==> src/logic/rafc_pkg.sv <==
// Package: register map, field positions, reset values and thresholds for rx auto flow control
`default_nettype none
package rafc_pkg;
  // Register word indices (byte address on Avalon-MM is index times four)
  localparam logic [7:0] IDX_MODE_PTR     = 8'h00;  // Legacy mode-register pointer window
  localparam logic [7:0] IDX_MODE_ONE     = 8'h21;  // Direct extended-map address
  localparam logic [7:0] IDX_FIFO_MODE    = 8'h20;  // fifo_mode_register
  localparam logic [7:0] IDX_COMMAND      = 8'h2A;  // Command register
  localparam logic [7:0] IDX_OUT_PORT     = 8'h2B;  // output_port_bits
  localparam logic [7:0] IDX_PORT_CFG     = 8'h2C;  // Port pin function select
  localparam logic [7:0] IDX_RX_STATUS    = 8'h2D;  // Flow status and fill level bit 8 (read)
  localparam logic [7:0] IDX_RX_FILL      = 8'h2E;  // Rx fill level, low 8 bits (read)
  localparam int         ADDR_W           = 10;
  // Field positions
  localparam int BIT_AUTO_FLOW  = 7;  // rx_auto_flow_enable in mode_register_one
  localparam int BIT_FIFO_DEPTH = 3;  // fifo_depth_select in fifo_mode_register
  localparam int BIT_OPR_RTS    = 0;  // output_port_bits: 1 asserts request-to-send
  localparam int BIT_CFG_RTS    = 0;  // port_config_bit: 0 gives pin two the RTS function
  // Command codes (command register, high nibble)
  localparam logic [3:0] CMD_RTS_ASSERT = 4'h8;
  localparam logic [3:0] CMD_RTS_NEGATE = 4'h9;
  localparam logic [3:0] CMD_PTR_RESET  = 4'h1;  // Point legacy window at fifo_mode_register
  // Thresholds
  localparam logic [8:0] FILL_LARGE_LIMIT = 9'h0F0;  // 240 characters
  localparam logic [8:0] FILL_SMALL_LIMIT = 9'h008;  // Position 8, FIFO full
  // Reset values
  localparam logic [7:0] RST_MODE_ONE  = 8'h00;
  localparam logic [7:0] RST_FIFO_MODE = 8'h00;
  localparam logic [7:0] RST_OUT_PORT  = 8'h00;
  localparam logic [7:0] RST_PORT_CFG  = 8'h01;  // Pin two starts as general I/O
  localparam logic [7:0] RST_PIN_GPIO  = 8'h00;
  // Avalon read latency on this slave: one waitrequest cycle
  localparam logic [1:0] BUS_WAIT_CYCLES = 2'h1;
endpackage : rafc_pkg
`default_nettype wire

==> src/logic/rafc_flow_ctl.sv <==
// Receiver flow decision: negates request-to-send on start bit at or above the fill limit
`default_nettype none
module rafc_flow_ctl (
  input  wire logic       sys_clk,
  input  wire logic       rst_sync_b,
  input  wire logic       auto_en,
  input  wire logic       depth_large,
  input  wire logic       start_bit,
  input  wire logic [8:0] rx_fill,
  output logic            auto_negated
);
  typedef struct packed {
    logic negated;
  } rafc_flow_s;

  rafc_flow_s st_r;
  rafc_flow_s st_nxt;
  logic [8:0] limit;

  // Small FIFO trips only when full; large FIFO leaves 16 slots of headroom
  assign limit = depth_large ? rafc_pkg::FILL_LARGE_LIMIT
                             : rafc_pkg::FILL_SMALL_LIMIT;

  // Negate only at a valid start bit, so a character in flight is never cut off
  always_comb begin
    st_nxt = st_r;
    if (!auto_en) begin
      st_nxt.negated = 1'b0;
    end else if (start_bit && rx_fill >= limit) begin
      st_nxt.negated = 1'b1;
    end else if (rx_fill < limit) begin
      st_nxt.negated = 1'b0;
    end
  end

  // State register
  always_ff @(posedge sys_clk or negedge rst_sync_b) begin
    if (!rst_sync_b) begin
      st_r <= '0;
    end else begin
      st_r <= st_nxt;
    end
  end

  assign auto_negated = st_r.negated;

  property p_negate_on_start;
    @(posedge sys_clk) disable iff (!rst_sync_b)
      (auto_en && start_bit && rx_fill >= limit) |=> auto_negated;
  endproperty
  a_negate_on_start: assert property (p_negate_on_start)
    else $error("auto flow did not negate at start bit above limit");

  property p_reassert_below;
    @(posedge sys_clk) disable iff (!rst_sync_b)
      (auto_en && rx_fill < limit) |=> !auto_negated;
  endproperty
  a_reassert_below: assert property (p_reassert_below)
    else $error("auto flow stayed negated below limit");

  property p_no_negate_without_start;
    @(posedge sys_clk) disable iff (!rst_sync_b)
      (!auto_negated && !start_bit) |=> !auto_negated;
  endproperty
  a_no_negate_without_start: assert property (p_no_negate_without_start)
    else $error("auto flow negated without a start bit");

  property p_small_limit;
    @(posedge sys_clk) disable iff (!rst_sync_b)
      (auto_en && !depth_large && start_bit && rx_fill == 9'h007) |=> !auto_negated;
  endproperty
  a_small_limit: assert property (p_small_limit)
    else $error("small fifo negated before full");

  c_negate: cover property (@(posedge sys_clk) disable iff (!rst_sync_b)
    !auto_negated ##1 auto_negated);
  c_reassert: cover property (@(posedge sys_clk) disable iff (!rst_sync_b)
    auto_negated ##1 !auto_negated);
endmodule : rafc_flow_ctl // rafc_flow_ctl
`default_nettype wire

==> src/logic/rafc_top.sv <==
// Top: Avalon-MM register slave and request-to-send pin control with auto flow
//
// Implementation choice: the Avalon-MM register port.
`default_nettype none
module rafc_top (
  input  wire logic                        sys_clk,
  input  wire logic                        rst_b,
  input  wire logic [rafc_pkg::ADDR_W-1:0] avs_address,
  input  wire logic                        avs_read,
  input  wire logic                        avs_write,
  input  wire logic [31:0]                 avs_writedata,
  input  wire logic [3:0]                  avs_byteenable,
  output logic [31:0]                      avs_readdata,
  output logic                             avs_waitrequest,
  input  wire logic                        rx_start_bit,
  input  wire logic [8:0]                  rx_fill_level,
  input  wire logic                        inband_flow_en,
  input  wire logic                        port_pin_two_in,
  output logic                             port_pin_two_out,
  output logic                             port_pin_two_oe,
  output logic                             request_to_send_out_n
);
  typedef struct packed {
    logic [7:0]  mode_one;
    logic [7:0]  fifo_mode;
    logic [7:0]  out_port;
    logic [7:0]  port_cfg;
    logic        ptr_at_one;   // Legacy window: 0 -> fifo mode, 1 -> mode one
    logic        ack;          // Drops waitrequest for one cycle
    logic [31:0] rdata;
    logic        pin_out;
    logic        pin_oe;
    logic        rts_n;
  } rafc_top_s;

  rafc_top_s   st_r;
  rafc_top_s   st_nxt;
  logic [1:0]  rst_sync;
  logic        rst_sync_b;
  logic        auto_negated;
  logic        req;
  logic [7:0]  word_idx;
  logic [7:0]  wbyte;
  logic        rts_func;
  logic        rts_level_n;
  logic        wr_hit;

  // Reset release through two flops; assertion stays asynchronous
  always_ff @(posedge sys_clk or negedge rst_b) begin
    if (!rst_b) begin
      rst_sync <= 2'b00;
    end else begin
      rst_sync <= {rst_sync[0], 1'b1};
    end
  end
  assign rst_sync_b = rst_sync[1];

  // Receiver-side decision lives in its own module
  rafc_flow_ctl u_flow (
    .sys_clk      (sys_clk),
    .rst_sync_b   (rst_sync_b),
    .auto_en      (st_r.mode_one[rafc_pkg::BIT_AUTO_FLOW] && rts_func),
    .depth_large  (st_r.fifo_mode[rafc_pkg::BIT_FIFO_DEPTH]),
    .start_bit    (rx_start_bit),
    .rx_fill      (rx_fill_level),
    .auto_negated (auto_negated)
  );

  // Word index: byte address divided by four; only byte lane 0 carries write data
  assign word_idx = avs_address[rafc_pkg::ADDR_W-1:2];
  assign wbyte    = avs_writedata[7:0];
  assign req      = (avs_read || avs_write) && !st_r.ack;
  assign wr_hit   = req && avs_write && avs_byteenable[0];  // Write that will land this edge
  assign rts_func = (st_r.port_cfg[rafc_pkg::BIT_CFG_RTS] == 1'b0);

  // Software asserts via port bit; auto flow can only negate, never assert.
  // In-band flow is a separate input and deliberately not interlocked here.
  assign rts_level_n = !st_r.out_port[rafc_pkg::BIT_OPR_RTS] || auto_negated;

  // Register file, command decode and pin drive
  always_comb begin
    st_nxt     = st_r;
    st_nxt.ack = req;
    if (req && avs_write && avs_byteenable[0]) begin
      case (word_idx)
        rafc_pkg::IDX_MODE_ONE: begin
          st_nxt.mode_one = wbyte;
        end
        rafc_pkg::IDX_MODE_PTR: begin
          // Legacy window: first write hits fifo mode, then mode one
          if (st_r.ptr_at_one) begin
            st_nxt.mode_one = wbyte;
          end else begin
            st_nxt.fifo_mode  = wbyte;
            st_nxt.ptr_at_one = 1'b1;
          end
        end
        rafc_pkg::IDX_FIFO_MODE: begin
          st_nxt.fifo_mode = wbyte;
        end
        rafc_pkg::IDX_OUT_PORT: begin
          st_nxt.out_port = wbyte;
        end
        rafc_pkg::IDX_PORT_CFG: begin
          st_nxt.port_cfg = wbyte;
        end
        rafc_pkg::IDX_COMMAND: begin
          case (wbyte[7:4])
            rafc_pkg::CMD_RTS_ASSERT: st_nxt.out_port[rafc_pkg::BIT_OPR_RTS] = 1'b1;
            rafc_pkg::CMD_RTS_NEGATE: st_nxt.out_port[rafc_pkg::BIT_OPR_RTS] = 1'b0;
            rafc_pkg::CMD_PTR_RESET:  st_nxt.ptr_at_one = 1'b0;
            default:                  st_nxt.ptr_at_one = st_r.ptr_at_one;
          endcase
        end
        default: begin
          st_nxt.ptr_at_one = st_r.ptr_at_one;  // Unmapped writes are dropped
        end
      endcase
    end
    if (req && avs_read) begin
      case (word_idx)
        rafc_pkg::IDX_MODE_ONE:  st_nxt.rdata = {24'h00_0000, st_r.mode_one};
        rafc_pkg::IDX_MODE_PTR:  st_nxt.rdata = {24'h00_0000, st_r.ptr_at_one ?
                                               st_r.mode_one : st_r.fifo_mode};
        rafc_pkg::IDX_FIFO_MODE: st_nxt.rdata = {24'h00_0000, st_r.fifo_mode};
        rafc_pkg::IDX_OUT_PORT:  st_nxt.rdata = {24'h00_0000, st_r.out_port};
        rafc_pkg::IDX_PORT_CFG:  st_nxt.rdata = {24'h00_0000, st_r.port_cfg};
        rafc_pkg::IDX_RX_STATUS: st_nxt.rdata = {20'h0_0000, port_pin_two_in, inband_flow_en,
                                               st_r.rts_n, auto_negated, 7'h00, rx_fill_level[8]};
        rafc_pkg::IDX_RX_FILL:   st_nxt.rdata = {24'h00_0000, rx_fill_level[7:0]};
        default:                 st_nxt.rdata = 32'h0000_0000;  // Unmapped reads zero
      endcase
    end
    // Pin two drives RTS only when configured; otherwise it is a plain input
    st_nxt.rts_n   = rts_level_n;
    st_nxt.pin_oe  = rts_func;
    st_nxt.pin_out = rts_func ? rts_level_n : 1'b1;
  end

  // State register
  always_ff @(posedge sys_clk or negedge rst_sync_b) begin
    if (!rst_sync_b) begin
      st_r.mode_one   <= rafc_pkg::RST_MODE_ONE;
      st_r.fifo_mode  <= rafc_pkg::RST_FIFO_MODE;
      st_r.out_port   <= rafc_pkg::RST_OUT_PORT;
      st_r.port_cfg   <= rafc_pkg::RST_PORT_CFG;
      st_r.ptr_at_one <= 1'b0;
      st_r.ack        <= 1'b0;
      st_r.rdata      <= 32'h0000_0000;
      st_r.pin_out    <= 1'b1;
      st_r.pin_oe     <= 1'b0;
      st_r.rts_n      <= 1'b1;
    end else begin
      st_r <= st_nxt;
    end
  end

  assign avs_readdata          = st_r.rdata;
  assign avs_waitrequest       = !st_r.ack;
  assign port_pin_two_out      = st_r.pin_out;
  assign port_pin_two_oe       = st_r.pin_oe;
  assign request_to_send_out_n = st_r.rts_n;

  property p_mode_one_write;
    @(posedge sys_clk) disable iff (!rst_sync_b)
      (req && avs_write && avs_byteenable[0] && word_idx == rafc_pkg::IDX_MODE_ONE)
        |=> (st_r.mode_one == $past(wbyte));
  endproperty
  a_mode_one_write: assert property (p_mode_one_write)
    else $error("mode register one write lost");

  property p_auto_pin_high;
    @(posedge sys_clk) disable iff (!rst_sync_b)
      (auto_negated && rts_func) |=> (port_pin_two_out && request_to_send_out_n);
  endproperty
  a_auto_pin_high: assert property (p_auto_pin_high)
    else $error("pin not driven high while auto negated");

  property p_no_drive_gpio;
    @(posedge sys_clk) disable iff (!rst_sync_b)
      !rts_func |=> !port_pin_two_oe;
  endproperty
  a_no_drive_gpio: assert property (p_no_drive_gpio)
    else $error("pin two driven while not assigned to RTS");

  property p_cmd_negate;
    @(posedge sys_clk) disable iff (!rst_sync_b)
      (req && avs_write && avs_byteenable[0] && word_idx == rafc_pkg::IDX_COMMAND
       && wbyte[7:4] == rafc_pkg::CMD_RTS_NEGATE) |=> ##1 request_to_send_out_n;
  endproperty
  a_cmd_negate: assert property (p_cmd_negate)
    else $error("negate command did not raise RTS");

  property p_auto_gated;
    @(posedge sys_clk) disable iff (!rst_sync_b)
      !st_r.mode_one[rafc_pkg::BIT_AUTO_FLOW] |=> !auto_negated;
  endproperty
  a_auto_gated: assert property (p_auto_gated)
    else $error("auto flow active with enable clear");

  property p_ack_one_cycle;
    @(posedge sys_clk) disable iff (!rst_sync_b)
      !avs_waitrequest |=> avs_waitrequest;
  endproperty
  a_ack_one_cycle: assert property (p_ack_one_cycle)
    else $error("waitrequest low for more than one cycle");

  // Legacy window: first write after pointer reset lands in fifo mode
  property p_ptr_first_write;
    @(posedge sys_clk) disable iff (!rst_sync_b)
      (wr_hit && word_idx == rafc_pkg::IDX_MODE_PTR && !st_r.ptr_at_one)
        |=> (st_r.fifo_mode == $past(wbyte) && st_r.ptr_at_one);
  endproperty
  a_ptr_first_write: assert property (p_ptr_first_write)
    else $error("legacy window first write missed fifo mode");

  property p_ptr_second_write;
    @(posedge sys_clk) disable iff (!rst_sync_b)
      (wr_hit && word_idx == rafc_pkg::IDX_MODE_PTR && st_r.ptr_at_one)
        |=> (st_r.mode_one == $past(wbyte));
  endproperty
  a_ptr_second_write: assert property (p_ptr_second_write)
    else $error("legacy window second write missed mode one");

  property p_ptr_reset_cmd;
    @(posedge sys_clk) disable iff (!rst_sync_b)
      (wr_hit && word_idx == rafc_pkg::IDX_COMMAND
       && wbyte[7:4] == rafc_pkg::CMD_PTR_RESET) |=> !st_r.ptr_at_one;
  endproperty
  a_ptr_reset_cmd: assert property (p_ptr_reset_cmd)
    else $error("pointer reset command ignored");

  property p_cmd_assert;
    @(posedge sys_clk) disable iff (!rst_sync_b)
      (wr_hit && word_idx == rafc_pkg::IDX_COMMAND
       && wbyte[7:4] == rafc_pkg::CMD_RTS_ASSERT) |=> st_r.out_port[rafc_pkg::BIT_OPR_RTS];
  endproperty
  a_cmd_assert: assert property (p_cmd_assert)
    else $error("assert command did not set port bit");

  property p_port_write;
    @(posedge sys_clk) disable iff (!rst_sync_b)
      (wr_hit && word_idx == rafc_pkg::IDX_OUT_PORT)
        |=> (st_r.out_port == $past(wbyte));
  endproperty
  a_port_write: assert property (p_port_write)
    else $error("output port write lost");

  // Software negation wins regardless of the receiver state
  property p_rts_follows_port;
    @(posedge sys_clk) disable iff (!rst_sync_b)
      !st_r.out_port[rafc_pkg::BIT_OPR_RTS] |=> request_to_send_out_n;
  endproperty
  a_rts_follows_port: assert property (p_rts_follows_port)
    else $error("RTS asserted with port bit clear");

  property p_rts_asserted;
    @(posedge sys_clk) disable iff (!rst_sync_b)
      (st_r.out_port[rafc_pkg::BIT_OPR_RTS] && !auto_negated) |=> !request_to_send_out_n;
  endproperty
  a_rts_asserted: assert property (p_rts_asserted)
    else $error("RTS not driven low while asserted");

  property p_pin_is_rts;
    @(posedge sys_clk) disable iff (!rst_sync_b)
      port_pin_two_oe |-> (port_pin_two_out == request_to_send_out_n);
  endproperty
  a_pin_is_rts: assert property (p_pin_is_rts)
    else $error("pin two level differs from RTS");

  property p_gpio_released_high;
    @(posedge sys_clk) disable iff (!rst_sync_b)
      !port_pin_two_oe |-> port_pin_two_out;
  endproperty
  a_gpio_released_high: assert property (p_gpio_released_high)
    else $error("pin two output low while released");

  property p_read_mode_one;
    @(posedge sys_clk) disable iff (!rst_sync_b)
      (req && avs_read && word_idx == rafc_pkg::IDX_MODE_ONE)
        |=> (avs_readdata == {24'h00_0000, $past(st_r.mode_one)});
  endproperty
  a_read_mode_one: assert property (p_read_mode_one)
    else $error("mode register one read wrong");

  property p_read_upper_zero;
    @(posedge sys_clk) disable iff (!rst_sync_b)
      !avs_waitrequest |-> (avs_readdata[31:12] == 20'h0_0000);
  endproperty
  a_read_upper_zero: assert property (p_read_upper_zero)
    else $error("read data upper bits not zero");

  property p_auto_needs_rts_func;
    @(posedge sys_clk) disable iff (!rst_sync_b)
      !rts_func |=> !auto_negated;
  endproperty
  a_auto_needs_rts_func: assert property (p_auto_needs_rts_func)
    else $error("auto flow active while pin two is general I/O");

  c_cmd_assert: cover property (@(posedge sys_clk) disable iff (!rst_sync_b)
    request_to_send_out_n ##1 !request_to_send_out_n);
  c_both_flows: cover property (@(posedge sys_clk) disable iff (!rst_sync_b)
    auto_negated && inband_flow_en);
endmodule : rafc_top // rafc_top
`default_nettype wire

==> config.mk <==
export PLATFORM = sky130hd
export DESIGN_NAME = rafc_top
export DESIGN_NICKNAME = d
export VERILOG_FILES = /design/src/logic/rafc_pkg.sv /design/src/logic/rafc_flow_ctl.sv /design/src/logic/rafc_top.sv
export SDC_FILE = /design/constraint.sdc
export NUM_CORES = 1
export LEC_CHECK = 0
export ABC_AREA = 0
export BUFFER_PORTS_ARGS = -buffer_cell sky130_fd_sc_hd__buf_2
export CORE_MARGIN = 4
export CORE_UTILIZATION = 54
export DETAILED_ROUTE_END_ITERATION = 16
export GPL_TIMING_DRIVEN = 0
export MAX_ROUTING_LAYER = met4
export PLACE_DENSITY = 0.85
export SYNTH_ARGS = -nofsm -noshare
export SYNTH_HDL_FRONTEND = slang
export SYNTH_SLANG_ARGS = --single-unit
==> constraint.sdc <==
create_clock -name sys_clk -period 4.12 [get_ports sys_clk]
set_input_delay 0.618 -clock sys_clk [delete_from_list [all_inputs] [get_ports sys_clk]]
set_output_delay 0.618 -clock sys_clk [all_outputs]
set_load 0.1 [all_outputs]
**After elaboration in Yosys (flattened, before gate mapping)**

Cells that the tools add are included.

- Add/sub/neg operators: 0
- Shift-type cells: 0
- Bitwise logic cells: 1
- Reduce and logical (&&, ||, !) cells: 21
- Order comparisons: 2
- Eq/ne operators: 15
- Multipliers: 0
- Div/mod/pow operators: 0
- Multiplexer cells: 15

Operators by type and width:

| cell | number |
|---|---|
| $pmux W12 S7 | 1 |
| $eq A8 B6 Y1 const B | 7 |
| $mux W8 | 4 |
| $pmux W8 S2 | 2 |
| $reduce_and A3 Y1 | 4 |
| $ge A9 B9 Y1 | 1 |
| $lt A9 B9 Y1 | 1 |
| $eq A4 B4 Y1 const B | 2 |
| $logic_not A8 Y1 | 1 |
| $reduce_bool A2 Y1 | 4 |
| $logic_and A1 B1 Y1 | 6 |
| $pmux W1 S2 | 3 |
| $mux W1 | 5 |
| $eq A4 B1 Y1 const B | 1 |
| $ne A2 B2 Y1 const B | 2 |
| $reduce_and A2 Y1 | 2 |
| $ne A3 B1 Y1 const B | 1 |
| $ne A3 B3 Y1 const B | 1 |
| $logic_not A1 Y1 | 2 |
| $logic_or A1 B1 Y1 | 2 |
| $ne A2 B1 Y1 const B | 1 |
| $not A1 Y1 | 1 |

- Memories kept: 0
- RAM bits: 0
- Memory bits (read-only): 0
- Register bits: 72
- Bits in latches: 0

**Longest topological paths before layout**

- Depth in word-level cells: 5
- Mapped depth: 7
- Mapped depth without buffers: 7

**By module**

Synthesis repeated with hierarchy kept, for this count alone.

- Cell total of the unflattened synthesis: 257
- Area total of the unflattened synthesis: 2995.4 µm²

By module, submodules not included:

| module | area each (µm²) | times used | sequential area each (µm²) | cells each |
|---|---|---|---|---|
| rafc_top | 2813.9 | 1 | 1280.0 | 239 |
| rafc_flow_ctl | 181.4 | 1 | 25.0 | 18 |

**Least setup slack after synthesis**

Ideal clock, no wire load.

- Path kind: input -> register
- Start: in avs_address[6] (netlist name)
- End: reg st_r[61] (netlist name)
- Stages on the path: 4
- Data arrival time: 2.096 ns
- Path slack: 1.899 ns
- Setup time: 0.125 ns
- Buffers on the path: 0
- Required time: 3.995 ns
- Path through: or4b_4 > a2bb2oi_1 > nor4_4 > mux2_2

- Word-level cells in the longest chain between the ends: 3
- Elaborated cells on any way between the ends: 6

RTL lines:

| item | RTL line | text |
|---|---|---|
| start: declaration | rafc_top.sv:8 | `input wire logic [rafc_pkg::ADDR_W-1:0] avs_address,` |
| $eq A8 B6 Y1 or $logic_not A8 Y1 (tied branches) | rafc_top.sv:85 | `case (word_idx)` |
| $reduce_bool A2 Y1 (no line) or $ne A2 B2 Y1 (tied branches) | n/a |  |
| $reduce_and A3 Y1 (no line) | n/a |  |
| end signal: assignment | rafc_top.sv:154 | `st_r <= st_nxt;` |
| end: declaration | rafc_top.sv:36 | `rafc_top_s st_r;` |

Several ways; a longest one is shown, not always the timed one.
A chain may end at the register's enable or synchronous reset.

**Worst setup path in the final report**

- Start: in avs_address[7] (netlist name)
- End: reg st_r[38] (netlist name)

- Word-level cells in the longest chain between the ends: 2

RTL lines:

| item | RTL line |
|---|---|
| $eq A8 B6 Y1 | rafc_top.sv:85 |
| $reduce_and A2 Y1 (no line) | n/a |

No other way between the ends.

==> flow_summary.yaml <==
worst_setup_path:
  r2r_slack_ps: 1940
  slowest_stage: "nor4b_1"
  end_kind: "flop"
  critPathMaxStageDelay_ps: 750
  critPathKind: "input port to flop"
  critPathMaxFanout: 8
  worst_r2r_startpoint: "st_r[35]"
  cp-startpoint: "avs_address[7]"
  path_depth: 4
  timing.rr.end: "st_r[36]"
  path_buf_inv: 1
  path_cells: "buf_2 > nor4b_1 > nand4b_1 > mux2_2"
  critical_path_required_ps: 4310
  crit_end: "st_r[38]"
  cp_top_family: "simple AND/OR/NAND/NOR gates"
  cp-start-kind: "input port"
  crit_arrival_ps: 2580
  reg2regPathDepth: 5
run:
  drv_cap: 0
floorplanning:
  io_pins: 98
  fp.coreArea_um2: 4880
  start_util: 0.573
  dieWidth_um: 79.9
  num_rows: 25
  die_h_um: 79.9
  die_area_um2: 6390
logic_synthesis:
  synthFlopType: "dfrtp_1"
  synth_top_family_by_area: "compound AO/OA/AOI/OAI gates"
  seq_area_frac_synth: 0.467
  synthMuxAreaShare: 0.132
  synthArstFlopShare: 1.00
  postSynthCellCount: 258
  yosysWarnings: 0
  syn_area_per_cell_um2: 10.8
  synth.ff_latch_count: 52
  synthAdderAreaFrac: 0.0224
  synth_area_um2: 2800
  synthXorXnorAreaFrac: 0
  synth_compound_area_frac: 0.137
  synth_edf_count: 0
  synth-simple-area-share: 0.134
  synth_cell_types: 44
global_route:
  overflow: 0
  grt_use_total: 0.216
  grt_pass1_vias: 2118
  antenna_found_initial: 0
  grt_max_degree: 30
  grt_pass1_wl_um: 10400
cells_and_area:
  syn2layout_area_growth_pct: 18.2
  finalNetCount: 396
  fin_cells: 397
  diodes: 0
  layout_commonest_cell: "dfrtp_1"
  drive_gt1_frac: 0.385
  fill_cells: 395
  final_cell_mix: "48 x dfrtp_1, 46 x buf_2, 32 x buf_4"
timing:
  finalCriticalPeriod_ps: 2390
  finalSetupViolations: 0
  drv_slew: 0
  tns_ps: 0
  worst_slew_margin_rel: 0.396
  rsz0062_at_grt: "false"
  max_clock_freq_mhz: 418
  hold_violations: 0
  tightestPinTransition_ps: 893
  clock_skew_ps: 9.48
  fin_crit_sh: 0.581
clock_network:
  h-tree-depth: 2
  cts_tree: "built"
  clk_latency_ps: 300
  clock_sinks: 52
  path_clk_slew_ps: 90
  clock_path_buffers: 2
  post_cts.repair.setup_buffers: 0
  cts_buffers: 5
  cts_root_buf: "clkbuf_8"
  ctsHoldBuffers: 0
  post_cts_resized: 0
routing:
  first_pass_iters: 6
  wl_per_cell_um: 16.0
  ant_nets: 0
  detail_route.iter0.violations: 145
  routed_wl_um: 6340
  drc: 0
  vias: 2172
  viasPerCell: 5.47
pwr:
  irDropWorstVdd_v: 0.000211
  p_leak_nw: 1.62
  power_density_nw_per_um2: 328
min_path:
  worstHoldPathType: "input port to async pin"
place:
  place_congestion: 0.883
  placed_cells: 389
  hpwl_um: 4840
  io_buffers: 44
outcome:
  status: "finished, final reports clean"
[registers in the layout (all words and copies together) (netlist names)]
signal                 cells
st_r                      34
request_to_send_out_n      1
port_pin_two_out           1
rst_sync                   2
avs_readdata              12
u_flow.auto_negated        1
port_pin_two_oe            1
[per-layer routing]
layer  wire, µm  share of wire  track usage
met5          0              0            -
met2       3020           0.48        0.339
met3        455          0.072       0.0361
met4         99          0.016       0.0659
met1       2770           0.44        0.288
[cells in the mapped netlist, types with 5 or more instances]
cell type   n  share of area
o21ai_0    10          0.018
ha_1        5          0.022
nor3_1      7          0.013
a221oi_1    5          0.016
nor2_1      9          0.012
dfrtp_1    49           0.44
buf_4      32          0.086
clkbuf_1    5         0.0067
mux2_2     30           0.12
a21oi_1     8          0.014
nand2b_1    5          0.011
nand2_1    22          0.030
a22oi_1    15          0.040
inv_1       7         0.0094
[area by class of cell]
class	count	area, µm²	area share
sequential	52	1310	0.395
timing repair buffer	45	240	0.0727
multi-input combinational	179	1270	0.383
tap	67	83.8	0.0254
clock buffer	5	68.8	0.0208
inverter	7	26.3	0.00795
buffer	39	269	0.0814
clock inverter	3	42.5	0.0129
[stage by stage]
stage               total power [mW]  instance area, µm²   util  hold slack (ps)  worst slack (ps)
floorplan                      0.706                2870      -              322              1900
global placement               0.744                3170  0.650              335              1440
detailed placement             0.749                3190  0.654              249              1480
CTS                             1.09                3300  0.677             71.7              1760
global route                    1.13                3300  0.677             63.3              1610
finish                          1.08                3300  0.677             79.8              1730
[worst register-to-register path: stages (launching register included)]
cell and delay (ps):
dfrtp_1 410, nand3b_1 380, or4_1 560, nor3_1 390
nand3b_1 150, a21o_1 200
[cells by family after synthesis]
group,Yosys count
compound gates,54
fa+ha+maj,5
buf+inv,46
flops,52
mux,33
other cells,2
simple gates,66
[worst min-delay path by stage]
stage | start | to | slack, ps | cells past startpoint
after floorplan | rst_b | rst_sync[0] | 320 | 0
after global placement | rst_sync[0] | rst_sync[1] | 330 | 0
after detailed placement | rst_sync[1] | st_r[46] | 250 | 0
after CTS | rst_b | rst_sync[1] | 70 | 1
after global routing | rst_b | rst_sync[0] | 60 | 1
final | rst_b | rst_sync[1] | 80 | 1
[where the power goes]
group	total, mW	internal [mW]	switching (mW)	leakage (nW)
Combinational	0.206	0.0520	0.154	0.874
Clock	0.342	0.180	0.162	0.0541
Sequential	0.535	0.522	0.0124	0.692
Total	1.08	0.754	0.329	1.62
No activity file was read; power rests on OpenSTA's default activity.
